<file path="config.mk">
export PLATFORM = sky130hd
export DESIGN_NAME = i2cmw_top
export DESIGN_NICKNAME = d
export VERILOG_FILES = /design/src/common/i2cmw_pkg.sv /design/src/common/i2cmw_tick_if.sv /design/src/hw/i2cmw_top.sv /design/src/hw/i2cmw_tick.sv
export SDC_FILE = /design/constraint.sdc
export NUM_CORES = 1
export LEC_CHECK = 0
export ABC_AREA = 1
export BUFFER_PORTS_ARGS = -buffer_cell sky130_fd_sc_hd__buf_4
export CAP_MARGIN = 0
export CORE_MARGIN = 4
export CORE_UTILIZATION = 62
export CTS_CLUSTER_DIAMETER = 60
export DETAILED_ROUTE_END_ITERATION = 10
export PLACE_DENSITY = 0.84
export SLEW_MARGIN = 5
export SYNTH_ARGS = -nofsm -noshare
export SYNTH_HDL_FRONTEND = slang
export SYNTH_SLANG_ARGS = --single-unit
</file>
<file path="constraint.sdc">
create_clock -name clk_i -period 5 [get_ports clk_i]
set_input_delay 0.5 -clock clk_i [delete_from_list [all_inputs] [get_ports clk_i]]
set_output_delay 0.5 -clock clk_i [all_outputs]
set_load 0.01 [all_outputs]
</file>
<file path="src/common/i2cmw_pkg.sv">
// Constants, field layout and state codes of the two-wire master controller
//
// Behaviour
// - As master, make a start by pulling data low while clock is high.
// - As master, make a stop by releasing data low-to-high while clock high.
// - Start and stop happen only after software writes the start or stop bit.
// - A byte under way, with its acknowledge, finishes before start or stop.
// - Two-bit mode: master/slave or slave-only, with 7- or 10-bit own address; the 10-bit bit (bit 0) is only stored and read back here.
// - In slave-only mode the start bit is ignored.
// - Transmit interrupt is raised only while its enable bit is set.
// - Transmit-holding-empty flag shows its condition regardless of the enable.
// - Status exposes six flags: empty, full, matched, lost, stop, nack; matched (bit 5) always reads 0 here.
// - During a write, address remainder and data bytes shift out on data.
// - Slave acknowledges low in the next clock-high; acknowledge bit then set.
// - Transmit interrupt asserts once the first bit of a byte is sent.
// - Software feeds each byte then sets stop; last byte ends, then stop.
// - On nack: set nack flag and ack-valid, clear ack, halt the transfer.
// - After nack halt, stop or start ends it; pending data is discarded.
// - Empty flag resets to 1, set while holding is empty, cleared on write.
// - Full flag sets when a byte is received while enabled; read clears it.
package i2cmw_pkg;
   // Register byte addresses
   localparam logic [7:0] OFF_DATA = 8'h00;
   localparam logic [7:0] OFF_STAT = 8'h04;
   localparam logic [7:0] OFF_CTRL = 8'h08;
   localparam logic [7:0] OFF_BAUD = 8'h0C;
   localparam logic [7:0] OFF_MODE = 8'h10;
   localparam logic [7:0] OFF_STATE = 8'h14;
   // Control bits
   localparam int CTL_EN = 7;
   localparam int CTL_START = 6;
   localparam int CTL_STOP = 5;
   localparam int CTL_TXIE = 4;
   // Mode bits
   localparam int MD_SLAVE_ONLY = 1;
   localparam int MD_TEN_BIT = 0;
   // Reset values
   localparam logic [15:0] BAUD_RST = 16'h003D;
   localparam logic [1:0] MODE_RST = 2'h0;
   localparam logic TX_EMPTY_RST = 1'b1;
   // Bit sequencing
   localparam logic [2:0] BIT_FIRST = 3'h7;
   localparam logic [2:0] BIT_LAST = 3'h0;
   localparam logic [1:0] PH_DATA = 2'h0;
   localparam logic [1:0] PH_RISE = 2'h1;
   localparam logic [1:0] PH_HIGH = 2'h2;
   localparam logic [1:0] PH_FALL = 2'h3;

   typedef enum logic [6:0] {
      S_IDLE  = 7'h01,
      S_START = 7'h02,
      S_BIT   = 7'h04,
      S_ACK   = 7'h08,
      S_WAIT  = 7'h10,
      S_STOP  = 7'h20,
      S_HALT  = 7'h40
   } i2cmw_state_t;
endpackage

</file>
<file path="src/common/i2cmw_tick_if.sv">
// Quarter-bit tick request and answer between controller and divider
`timescale 1ns/100ps
interface i2cmw_tick_if;
   logic [15:0] div;
   logic run;
   logic tick;
   modport ctl (output div, output run, input tick);
   modport gen (input div, input run, output tick);
endinterface

</file>
<file path="src/hw/i2cmw_top.sv">
// Two-wire bus master controller with APB register access
//
// Our own choices: the APB interface to the registers and the address map.
`timescale 1ns/100ps
module i2cmw_top (
   // Clock and reset
   input wire logic clk_i,
   input wire logic rst_i,
   // APB slave
   input wire logic psel_i,
   input wire logic penable_i,
   input wire logic pwrite_i,
   input wire logic [7:0] paddr_i,
   input wire logic [31:0] pwdata_i,
   output logic [31:0] prdata_o,
   output logic pready_o,
   output logic pslverr_o,
   // Bus pins, open drain
   input wire logic scl_i,
   output logic scl_o,
   output logic scl_oe_o,
   input wire logic sda_i,
   output logic sda_o,
   output logic sda_oe_o,
   // Transmit interrupt
   output logic tx_irq_o
);
   import i2cmw_pkg::*;

   ////////////////////////////////////////////////////////////////////////////
   // Storage
   i2cmw_state_t state_ff, nxt_state;
   logic [1:0] phase_ff, nxt_phase;
   logic [2:0] bit_ff, nxt_bit;
   logic [7:0] shift_ff, nxt_shift;
   logic scl_lo_ff, nxt_scl_lo, sda_lo_ff, nxt_sda_lo;
   logic first_ff, nxt_first, dir_ff, nxt_dir;
   logic scl_s1_ff, scl_s2_ff, sda_s1_ff, sda_s2_ff, sda_d_ff, scl_d_ff;
   logic [7:0] bus_data_holding_ff;
   logic tx_holding_empty_ff, rx_holding_full_ff, arbitration_lost_ff;
   logic stop_or_restart_seen_ff, nack_irq_flag_ff, ack_ff, ack_state_valid_ff;
   logic en_ff, start_ff, stop_ff, tx_irq_enable_ff, tx_irq_ff;
   logic [15:0] baud_ff;
   logic [1:0] mode_ff;
   logic [31:0] prdata_ff;
   logic pready_ff, pslverr_ff;
   logic ev_start_done, ev_stop_done, ev_first, ev_nack, ev_ack;
   logic ev_rx, ev_arb, xfer_ff;

   i2cmw_tick_if tk();

   i2cmw_tick u_tick (
      .clk_i (clk_i),
      .rst_i (rst_i),
      .tk    (tk.gen)
   );

   assign tk.div = baud_ff;
   assign tk.run = en_ff & (state_ff != S_IDLE);

   ////////////////////////////////////////////////////////////////////////////
   // APB decode
   wire setup = psel_i & ~penable_i;
   wire access = psel_i & penable_i & pready_ff;
   wire wr = access & pwrite_i;
   wire rd = access & ~pwrite_i;
   wire sel_data = (paddr_i == OFF_DATA);
   wire sel_stat = (paddr_i == OFF_STAT);
   wire sel_ctrl = (paddr_i == OFF_CTRL);
   wire sel_baud = (paddr_i == OFF_BAUD);
   wire sel_mode = (paddr_i == OFF_MODE);
   wire sel_state = (paddr_i == OFF_STATE);
   wire mapped = sel_data | sel_stat | sel_ctrl | sel_baud | sel_mode |
                 sel_state;
   wire wr_data = wr & sel_data;
   wire wr_ctrl = wr & sel_ctrl;
   wire rd_data = rd & sel_data;
   wire rd_stat = rd & sel_stat;
   wire slave_only = mode_ff[MD_SLAVE_ONLY];
   wire busy = (state_ff != S_IDLE);
   wire [7:0] stat_word = {tx_holding_empty_ff, rx_holding_full_ff, 1'b0,
                           2'b00, arbitration_lost_ff,
                           stop_or_restart_seen_ff, nack_irq_flag_ff};
   wire [7:0] ctrl_word = {en_ff, start_ff, stop_ff, tx_irq_enable_ff, 4'h0};
   wire [7:0] st_word = {5'h00, busy, ack_ff, ack_state_valid_ff};
   wire [31:0] rd_word =
      sel_data ? {24'h000000, bus_data_holding_ff} :
      sel_stat ? {24'h000000, stat_word} :
      sel_ctrl ? {24'h000000, ctrl_word} :
      sel_baud ? {16'h0000, baud_ff} :
      sel_mode ? {30'h00000000, mode_ff} :
      sel_state ? {24'h000000, st_word} : 32'h00000000;

   ////////////////////////////////////////////////////////////////////////////
   // Bus pin sampling
   always_ff @(posedge clk_i or posedge rst_i) begin
      if (rst_i) begin
         {scl_s1_ff, scl_s2_ff, scl_d_ff} <= 3'h7;
         {sda_s1_ff, sda_s2_ff, sda_d_ff} <= 3'h7;
      end else begin
         {scl_s1_ff, scl_s2_ff, scl_d_ff} <= {scl_i, scl_s1_ff, scl_s2_ff};
         {sda_s1_ff, sda_s2_ff, sda_d_ff} <= {sda_i, sda_s1_ff, sda_s2_ff};
      end
   end

   // Stop and start conditions seen on the bus
   wire bus_stop = scl_s2_ff & scl_d_ff & sda_s2_ff & ~sda_d_ff;
   wire bus_start = scl_s2_ff & scl_d_ff & ~sda_s2_ff & sda_d_ff;

   ////////////////////////////////////////////////////////////////////////////
   // Bit engine
   wire tick = tk.tick;
   // Clock stretching: hold the high phase until the line is seen high
   wire stall = (phase_ff == PH_HIGH) & ~scl_s2_ff;
   wire step = tick & ~stall;
   // address byte read bit picks receive for data bytes
   wire tx_now = first_ff | ~dir_ff;
   wire go_start = start_ff & ~tx_holding_empty_ff & ~slave_only;
   wire last_bit = (bit_ff == BIT_LAST);

   always_comb begin
      nxt_state = state_ff;
      nxt_phase = phase_ff;
      nxt_bit = bit_ff;
      nxt_shift = shift_ff;
      nxt_scl_lo = scl_lo_ff;
      nxt_sda_lo = sda_lo_ff;
      nxt_first = first_ff;
      nxt_dir = dir_ff;
      ev_start_done = 1'b0;
      ev_stop_done = 1'b0;
      ev_first = 1'b0;
      ev_nack = 1'b0;
      ev_ack = 1'b0;
      ev_rx = 1'b0;
      ev_arb = 1'b0;
      if (step) begin
         nxt_phase = phase_ff + 2'h1;
      end
      if (!en_ff) begin
         nxt_state = S_IDLE;
         nxt_phase = PH_DATA;
         nxt_scl_lo = 1'b0;
         nxt_sda_lo = 1'b0;
      end else begin
         case (state_ff)
            S_IDLE: begin
               nxt_phase = PH_DATA;
               if (go_start) begin
                  nxt_state = S_START;
               end else if (stop_ff) begin
                  ev_stop_done = 1'b1;
               end
            end
            S_START: begin
               if (step) begin
                  case (phase_ff)
                     PH_DATA: nxt_sda_lo = 1'b0;
                     PH_RISE: nxt_scl_lo = 1'b0;
                     PH_HIGH: nxt_sda_lo = 1'b1;
                     default: begin
                        nxt_scl_lo = 1'b1;
                        ev_start_done = 1'b1;
                        nxt_shift = bus_data_holding_ff;
                        nxt_dir = bus_data_holding_ff[0];
                        nxt_first = 1'b1;
                        nxt_bit = BIT_FIRST;
                        nxt_state = S_BIT;
                     end
                  endcase
               end
            end
            S_BIT: begin
               if (step) begin
                  case (phase_ff)
                     // shift out most significant bit first
                     PH_DATA: nxt_sda_lo = tx_now & ~shift_ff[7];
                     PH_RISE: nxt_scl_lo = 1'b0;
                     PH_HIGH: nxt_scl_lo = 1'b0;
                     default: begin
                        nxt_scl_lo = 1'b1;
                        nxt_shift = {shift_ff[6:0], sda_s2_ff};
                        nxt_bit = bit_ff - 3'h1;
                        ev_first = (bit_ff == BIT_FIRST) & tx_now;
                        if (tx_now & shift_ff[7] & ~sda_s2_ff) begin
                           ev_arb = 1'b1;
                           nxt_scl_lo = 1'b0;
                           nxt_sda_lo = 1'b0;
                           nxt_state = S_IDLE;
                        end else if (last_bit) begin
                           nxt_state = S_ACK;
                        end
                     end
                  endcase
               end
            end
            S_ACK: begin
               if (step) begin
                  case (phase_ff)
                     PH_DATA: nxt_sda_lo = ~tx_now & ~stop_ff;
                     PH_RISE: nxt_scl_lo = 1'b0;
                     PH_HIGH: nxt_scl_lo = 1'b0;
                     default: begin
                        nxt_scl_lo = 1'b1;
                        nxt_sda_lo = 1'b0;
                        nxt_first = 1'b0;
                        nxt_bit = BIT_FIRST;
                        if (tx_now & sda_s2_ff) begin
                           ev_nack = 1'b1;
                           nxt_state = S_HALT;
                        end else begin
                           ev_ack = tx_now;
                           ev_rx = ~tx_now;
                           if (stop_ff) begin
                              nxt_state = S_STOP;
                           end else if (start_ff) begin
                              nxt_state = S_START;
                           end else if (dir_ff) begin
                              nxt_state = S_BIT;
                           end else if (tx_holding_empty_ff) begin
                              nxt_state = S_WAIT;
                           end else begin
                              nxt_shift = bus_data_holding_ff;
                              nxt_state = S_BIT;
                           end
                        end
                     end
                  endcase
               end
            end
            S_WAIT, S_HALT: begin
               nxt_phase = PH_DATA;
               // halt ends by stop or start only
               if (tick) begin
                  if (stop_ff) begin
                     nxt_state = S_STOP;
                  end else if (start_ff) begin
                     nxt_state = S_START;
                  end else if (state_ff == S_WAIT && !tx_holding_empty_ff) begin
                     nxt_shift = bus_data_holding_ff;
                     nxt_state = S_BIT;
                  end
               end
            end
            S_STOP: begin
               if (step) begin
                  case (phase_ff)
                     PH_DATA: nxt_sda_lo = 1'b1;
                     PH_RISE: nxt_scl_lo = 1'b0;
                     PH_HIGH: nxt_scl_lo = 1'b0;
                     default: begin
                        nxt_sda_lo = 1'b0;
                        ev_stop_done = 1'b1;
                        nxt_state = S_IDLE;
                     end
                  endcase
               end
            end
            default: begin
               nxt_state = S_IDLE;
               nxt_scl_lo = 1'b0;
               nxt_sda_lo = 1'b0;
            end
         endcase
      end
   end

   always_ff @(posedge clk_i or posedge rst_i) begin
      if (rst_i) begin
         state_ff <= S_IDLE;
         phase_ff <= PH_DATA;
         bit_ff <= BIT_FIRST;
         shift_ff <= 8'h00;
         {scl_lo_ff, sda_lo_ff, first_ff, dir_ff} <= 4'h0;
      end else begin
         state_ff <= nxt_state;
         phase_ff <= nxt_phase;
         bit_ff <= nxt_bit;
         shift_ff <= nxt_shift;
         {scl_lo_ff, sda_lo_ff} <= {nxt_scl_lo, nxt_sda_lo};
         {first_ff, dir_ff} <= {nxt_first, nxt_dir};
      end
   end

   ////////////////////////////////////////////////////////////////////////////
   // Registers and flags
   always_ff @(posedge clk_i or posedge rst_i) begin
      if (rst_i) begin
         {en_ff, start_ff, stop_ff, tx_irq_enable_ff} <= 4'h0;
         baud_ff <= BAUD_RST;
         mode_ff <= MODE_RST;
         bus_data_holding_ff <= 8'h00;
      end else begin
         if (wr_ctrl) begin
            en_ff <= pwdata_i[CTL_EN];
            tx_irq_enable_ff <= pwdata_i[CTL_TXIE];
         end
         // start bit ignored in slave-only mode
         if (slave_only) begin
            start_ff <= 1'b0;
         end else if (wr_ctrl) begin
            start_ff <= pwdata_i[CTL_START];
         end else if (ev_start_done) begin
            start_ff <= 1'b0;
         end
         // stop waits for the current byte
         if (wr_ctrl) begin
            stop_ff <= pwdata_i[CTL_STOP];
         end else if (ev_stop_done) begin
            stop_ff <= 1'b0;
         end
         if (wr & sel_baud) begin
            baud_ff <= pwdata_i[15:0];
         end
         if (wr & sel_mode) begin
            mode_ff <= pwdata_i[1:0];
         end
         if (wr_data) begin
            bus_data_holding_ff <= pwdata_i[7:0];
         end else if (ev_rx) begin
            bus_data_holding_ff <= shift_ff;
         end
      end
   end

   always_ff @(posedge clk_i or posedge rst_i) begin
      if (rst_i) begin
         tx_holding_empty_ff <= TX_EMPTY_RST;
         {rx_holding_full_ff, arbitration_lost_ff} <= 2'h0;
         {stop_or_restart_seen_ff, nack_irq_flag_ff} <= 2'h0;
         {ack_ff, ack_state_valid_ff, xfer_ff} <= 3'h0;
      end else begin
         // Own first start is not a restart: arm after a byte
         if (ev_ack | ev_nack | ev_rx) begin
            xfer_ff <= 1'b1;
         end else if (!busy) begin
            xfer_ff <= 1'b0;
         end
         if (wr_data) begin
            tx_holding_empty_ff <= 1'b0;
         end else if (ev_first | ev_nack) begin
            tx_holding_empty_ff <= 1'b1;
         end
         // received byte sets full, data read clears
         if (ev_rx) begin
            rx_holding_full_ff <= 1'b1;
         end else if (rd_data) begin
            rx_holding_full_ff <= 1'b0;
         end
         if (ev_arb) begin
            arbitration_lost_ff <= 1'b1;
         end else if (rd_stat) begin
            arbitration_lost_ff <= 1'b0;
         end
         if (bus_stop | (bus_start & xfer_ff)) begin
            stop_or_restart_seen_ff <= 1'b1;
         end else if (rd_stat) begin
            stop_or_restart_seen_ff <= 1'b0;
         end
         if (ev_nack) begin
            nack_irq_flag_ff <= 1'b1;
         end else if (rd_stat) begin
            nack_irq_flag_ff <= 1'b0;
         end
         if (ev_ack | ev_nack) begin
            ack_ff <= ev_ack;
            ack_state_valid_ff <= 1'b1;
         end else if (ev_start_done) begin
            ack_state_valid_ff <= 1'b0;
         end
      end
   end

   ////////////////////////////////////////////////////////////////////////////
   // Outputs
   always_ff @(posedge clk_i or posedge rst_i) begin
      if (rst_i) begin
         prdata_ff <= 32'h00000000;
         {pready_ff, pslverr_ff, tx_irq_ff} <= 3'h0;
      end else begin
         prdata_ff <= setup ? rd_word : prdata_ff;
         pready_ff <= setup;
         pslverr_ff <= setup & ~mapped;
         tx_irq_ff <= tx_irq_enable_ff & tx_holding_empty_ff & en_ff;
      end
   end

   assign prdata_o = prdata_ff;
   assign pready_o = pready_ff;
   assign pslverr_o = pslverr_ff;
   assign tx_irq_o = tx_irq_ff;
   assign scl_o = 1'b0;
   assign sda_o = 1'b0;
   assign scl_oe_o = scl_lo_ff;
   assign sda_oe_o = sda_lo_ff;
endmodule // i2cmw_top

</file>
<file path="src/hw/i2cmw_tick.sv">
// Programmable divider making one-cycle quarter-bit ticks
`timescale 1ns/100ps
module i2cmw_tick (
   // Clock and reset
   input wire logic clk_i,
   input wire logic rst_i,
   // Tick carrier
   i2cmw_tick_if.gen tk
);
   logic [15:0] cnt_ff;
   logic tick_ff;
   wire cnt_end = (cnt_ff == tk.div);

   always_ff @(posedge clk_i or posedge rst_i) begin
      if (rst_i) begin
         cnt_ff <= 16'h0000;
         tick_ff <= 1'b0;
      end else if (!tk.run) begin
         cnt_ff <= 16'h0000;
         tick_ff <= 1'b0;
      end else begin
         cnt_ff <= cnt_end ? 16'h0000 : cnt_ff + 16'h0001;
         tick_ff <= cnt_end;
      end
   end

   assign tk.tick = tick_ff;
endmodule // i2cmw_tick

</file>
# Word-level counts from Yosys, hierarchy flattened
# Cells that the tools add are included.
word_totals:
  register_bits: 120
  in_bits: 47
  output_inout_bits: 39
classes:
  add_sub_neg: 3
  n_eq_ne: 58
  mux: 132
  n_bitwise: 55
  reduce_logical: 30
op_table:
  columns: ["op", "count"]
  rows:
  - ["two-way mux 8 bit", 17]
  - ["two-way mux 7 bit", 17]
  - ["two-way mux 16 bit", 6]
  - ["two-way mux 1 bit", 65]
  - ["!= test 3 bit (second input constant)", 16]
  - ["one-hot mux 7 bit (6 select lines)", 1]
  - ["!= test 2 bit (second input constant)", 16]
  - ["one-hot mux 8 bit (4 select lines)", 1]
  - ["AND 1 bit", 31]
  - ["nonzero test 2 bit", 10]
  - ["two-way mux 3 bit", 6]
  - ["one-hot mux 1 bit (2 select lines)", 9]
  - ["AND reduction 17 bit", 1]
  - ["adder 16 x 1 -> 16 bit (second input constant)", 1]
  - ["equality test 16 bit", 1]
  - ["equality test 8 x 4 -> 1 bit (second input constant)", 2]
  - ["equality test 8 x 5 -> 1 bit (second input constant)", 2]
  - ["two-way mux 5 bit", 3]
  - ["NOT 1 bit", 14]
  - ["!= test 4 bit (second input constant)", 3]
  - ["AND reduction 12 bit", 1]
  - ["AND reduction 6 bit", 2]
  - ["OR 1 bit", 10]
  - ["one-hot mux 1 bit (5 select lines)", 2]
  - ["32 further kinds", 41]

# Depth between registers and ports, before layout
depth:
  depth_word: 11
  ltp_mapped: 12
  ltp_nobuf: 12

# By module
# A second synthesis with hierarchy kept.
hier_totals:
  cells_unflattened: 767
  hier_area_um2: 5821.8
by_module_without_submodules:
  columns: ["module", "n_inst", "cells_each", "area_per_inst_um2"]
  rows:
  - ["i2cmw_top", 1, 588, 4668.2]
  - ["i2cmw_tick", 1, 179, 1153.6]

# Worst setup path before layout
# Ideal clock, no wire load.
synth_timing:
  path_kind: "input to register"
  startpoint: "input port paddr_i[1]"
  endpoint: "register baud_ff[8]"
  setup_time_ps: 125
  arrival_ps: 1657
  path_slack_ps: 3218
  stages: 6
  n_path_buf: 1
  cell_sequence: "nor2_2 > inv_2 > nor4_4 > nand2_4 > buf_6 > mux2_4"
synth_via:
  elab_chain_cells: 2
synth_lines:
  columns: ["item", "line_no", "source"]
  rows:
  - ["from (decl)", "i2cmw_top.sv:13", "input wire logic [7:0] paddr_i,"]
  - ["equality test 8 x 4 -> 1 bit", "i2cmw_top.sv:70", "wire sel_baud = (paddr_i == OFF_BAUD);"]
  - ["AND 1 bit", "i2cmw_top.sv:312", "if (wr & sel_baud) begin"]
  - ["to (signal assigned)", "i2cmw_top.sv:313", "baud_ff <= pwdata_i[15:0];"]
  - ["to (decl)", "i2cmw_top.sv:43", "logic [15:0] baud_ff;"]
# Every way passes these cells.
# A chain may end at the register's enable or synchronous reset.

# Final worst setup path
layout_timing:
  startpoint: "input port paddr_i[4]"
  endpoint: "register bus_data_holding_ff[5]"
layout_via:
  elab_chain_cells: 3
layout_lines:
  columns: ["item", "line_no", "source"]
  rows:
  - ["zero test 8 bit (*)", "i2cmw_top.sv:67", "wire sel_data = (paddr_i == OFF_DATA);"]
  - ["AND 1 bit (*)", "i2cmw_top.sv:75", "wire wr_data = wr & sel_data;"]
  - ["two-way mux 8 bit or nonzero test 2 bit (tied branches)", null, null]
  - ["to (signal assigned)", "i2cmw_top.sv:319", "bus_data_holding_ff <= pwdata_i[7:0];"]
  - ["to (signal assigned)", "i2cmw_top.sv:321", "bus_data_holding_ff <= shift_ff;"]
  - ["to (decl)", "i2cmw_top.sv:39", "logic [7:0] bus_data_holding_ff;"]
# Every way passes the cells marked *; elsewhere a longest branch is shown, timed or not.

==> metrics <==
fin crit share=0.511; share of the synthesized area in the top cell type=0.388; Finish-stage setup viols=0; LEAKAGE=3.05 nW; NumNets Final=822; vias in the first global route=4885; Antenna Nets Post-Route=0; hpwl dp=10600 um; Synth Area in Compound Gates=0.0890; CTS root buffer=clkbuf_8; GR met3 Demand/Resource=0.0429; final WL=14200 um; R2R setup slack=2.62 ns; first-pass GRT wire length=23700 um; post-synthesis area per instance=7.88 sq um; Hold WC Path Type=in2async; Worst EP arrival=2.79 ns; Area growth, synth to finish=10.7%; max_cap viols=0; Critical R2R Capture=bus_data_holding_ff[5]; pin count of the biggest net entering global routing=56; Mapped Area=5680 sq um; Yosys cell types=44; max-slew violations=0; Residual DRC=0; H-tree depth=3; Mapped Cells=721; Die Wd=104 um; CP Data Required Time=5.23 ns; cts-stage hold buffer count=0; Power Total=0.00152 W; Int Pwr=0.00113 W; FF-to-FF path depth=7; Yosys top cell by area=dfrtp_1; vias per cell=5.78; Setup TNS=0 ns; die area=10800 sq um; adder-cell share of the synthesized area=0.0176; Switching Share=0.260; Flop pwr share=0.565; DRT Pass-1 Iters=6; number of synthesized flops with an enable pin=0; RSZ-0062 raised after global routing=false; layout cell share with drive strength beyond 1=0.148; Post-CTS Resized=0; detailed-route wire length per cell=16.2 um; Seq/Total Area, Yosys=0.462; Longest Clk Path Bufs=2; Crit Path Category=in2reg; critical path depth=9; initial antenna violation count=0; GR met1 Demand/Resource=0.373; cts bufs inserted=9; RR Startpoint=pready_o; postcts setup bufs=0; Synth Area in XOR/XNOR=0.0355; Site Rows=34; Synth Flop Type=dfrtp_1; part of the power in the clock network=0.381; clk slew on worst S/H paths=0.12 ns; Tmin final=2.56 ns; Overflow after GRT=0; Die H=104 um; Max IR drop VDD=0.206 mV; met2 usage=0.436; status=complete, no violations; Initial Utilization=0.645; largest fanout on the critical path=17; critical path's top delay family=simple AND/OR/NAND/NOR gates; CP most frequent cell=nand2_1; Worst Path Buf+Inv=2; Fmax=0.391 GHz; Yosys reg bits=104; # diodes=0; Tightest Pin Transition=1.12 ns; I/O Buffers=51; clock sink count=104; GR peak layer=met2; slew margin rel.=0.254; Clock Skew=0.0177 ns; Net Switching=0.000395 W; Setup crit end kind=flop; largest family of logic cells by synthesized area=simple AND/OR/NAND/NOR gates; mux cell area share after synthesis=0.0152; core area=8810 sq um; later-pin clock latency in the skew report=0.38 ns; Iteration-0 DRC Markers=448; Post-synth ARST share=1.00; combinational power share=0.054; yosys warns=0; crit path launch type=input port; DR vias=5083; top cells by area, synth=dfrtp_1, nand2_1, dfstp_2; Post-Synth Simple-Gate Area=0.291; Fillers=704; Largest stage delay, worst path=0.62 ns; cells along the critical path=buf_4, nor2_1, nand3_1, nor2_1, nand2_1, nand2_1, inv_1, nand2_1, o221ai_1; final hold violation count=0; CTS tree=done; IO Count=86; GP Congestion=0.941; crit path max-delay cell type=nor2_1; GRT Util Overall=0.268; P per Cell Area=242 nW/um^2
[synthesized netlist by cell type (all sizes together) (3+ instances only)]
| library cell | number |
|---|---|
| a21oi | 28 |
| buf | 23 |
| clkbuf | 11 |
| dfrtp | 88 |
| dfstp | 16 |
| ha | 8 |
| inv | 79 |
| mux2 | 7 |
| nand2 | 206 |
| nand3 | 58 |
| nand3b | 3 |
| nand4 | 15 |
| nor2 | 73 |
| nor3 | 16 |
| nor4 | 3 |
| o21ai | 44 |
| o221ai | 5 |
| xnor2 | 20 |
| xor2 | 3 |
[metal layers]
metal | routed length (um) | part of all wire
met2 | 6890 | 0.48
met4 | 249 | 0.017
met1 | 6010 | 0.42
met5 | 0 | 0
met3 | 1090 | 0.076
[cell families after synthesis]
kind of cell / after synthesis
multiplexers: 7
other: 1
AO/OA/AOI/OAI: 89
adder cells (fa/ha/maj): 8
XOR/XNOR: 23
flip-flops: 104
buffers and inverters: 113
AND/OR/NAND/NOR: 376
[final cells by class]
| type | instances | area (sq um) | area share |
|---|---|---|---|
| clock buffers | 9 | 124 | 0.0197 |
| repair buffers | 52 | 390 | 0.0621 |
| multi-input cells | 521 | 2620 | 0.416 |
| inverters | 79 | 299 | 0.0476 |
| well taps | 108 | 135 | 0.0215 |
| flip-flops and latches | 104 | 2620 | 0.417 |
| clock inverters | 7 | 98.8 | 0.0157 |
[worst max-delay path by stage]
stage,start,to
3_5_place_dp,paddr_i[4],bus_data_holding_ff[6]
2_1_floorplan,rst_i,ack_ff
3_3_place_gp,paddr_i[4],bus_data_holding_ff[6]
6_report,paddr_i[4],bus_data_holding_ff[5]
4_1_cts,paddr_i[4],bus_data_holding_ff[6]
5_1_grt,paddr_i[4],bus_data_holding_ff[5]
[metrics by stage]
step / setup slack, ns / utilization / cells / hold slack (ns) / area, sq um
6_report: 2.44 / 0.714 / 880 / 0.196 / 6280
5_1_grt: 2.17 / 0.714 / 880 / 0.219 / 6280
4_1_cts: 2.50 / 0.714 / 880 / 0.217 / 6280
3_5_place_dp: 2.14 / 0.688 / 864 / 0.347 / 6060
3_3_place_gp: 2.22 / 0.688 / 864 / 0.347 / 6060
2_1_floorplan: 1.79 / - / 738 / 0.345 / 5740
[cell usage in the layout, fill, tap and decap left out, types with 3 or more instances in the layout]
master    count
nand2_1     203
dfrtp_1      88
inv_1        75
nor2_1       64
nand3_1      57
buf_4        52
o21ai_0      43
a21oi_1      27
xnor2_1      20
conb_1       18
nor3_1       16
dfstp_2      16
nand4_1      15
clkbuf_8      9
ha_1          8
nor2_2        6
mux2_2        5
o221ai_1      5
inv_2         3
nor2_4        3
xor2_1        3
[worst reg2reg max path: cells and delay by family, from the launching register on]
family | cells | cell delay [ns]
simple gates | 5 | 1.66
buf+inv | 1 | 0.13
compound gates | 1 | 0.10
flops | 1 | 0.37
[power groups by stage]
stage          clock [W]  sequential (W)  combinational, W
2_1_floorplan          0        0.000873         0.0000527
3_3_place_gp           0        0.000875         0.0000805
3_5_place_dp           0        0.000875         0.0000832
4_1_cts         0.000583        0.000859         0.0000833
5_1_grt         0.000618        0.000860         0.0000914
6_report        0.000579        0.000859         0.0000828
[sequential cells by signal (all words and copies together) (netlist names), 2 cells and up]
name	count
state_ff	7
prdata_o	16
bus_data_holding_ff	8
shift_ff	8
baud_ff	16
mode_ff	2
bit_ff	3
phase_ff	2
u_tick.cnt_ff	16
(Power assumes the default switching activity.)
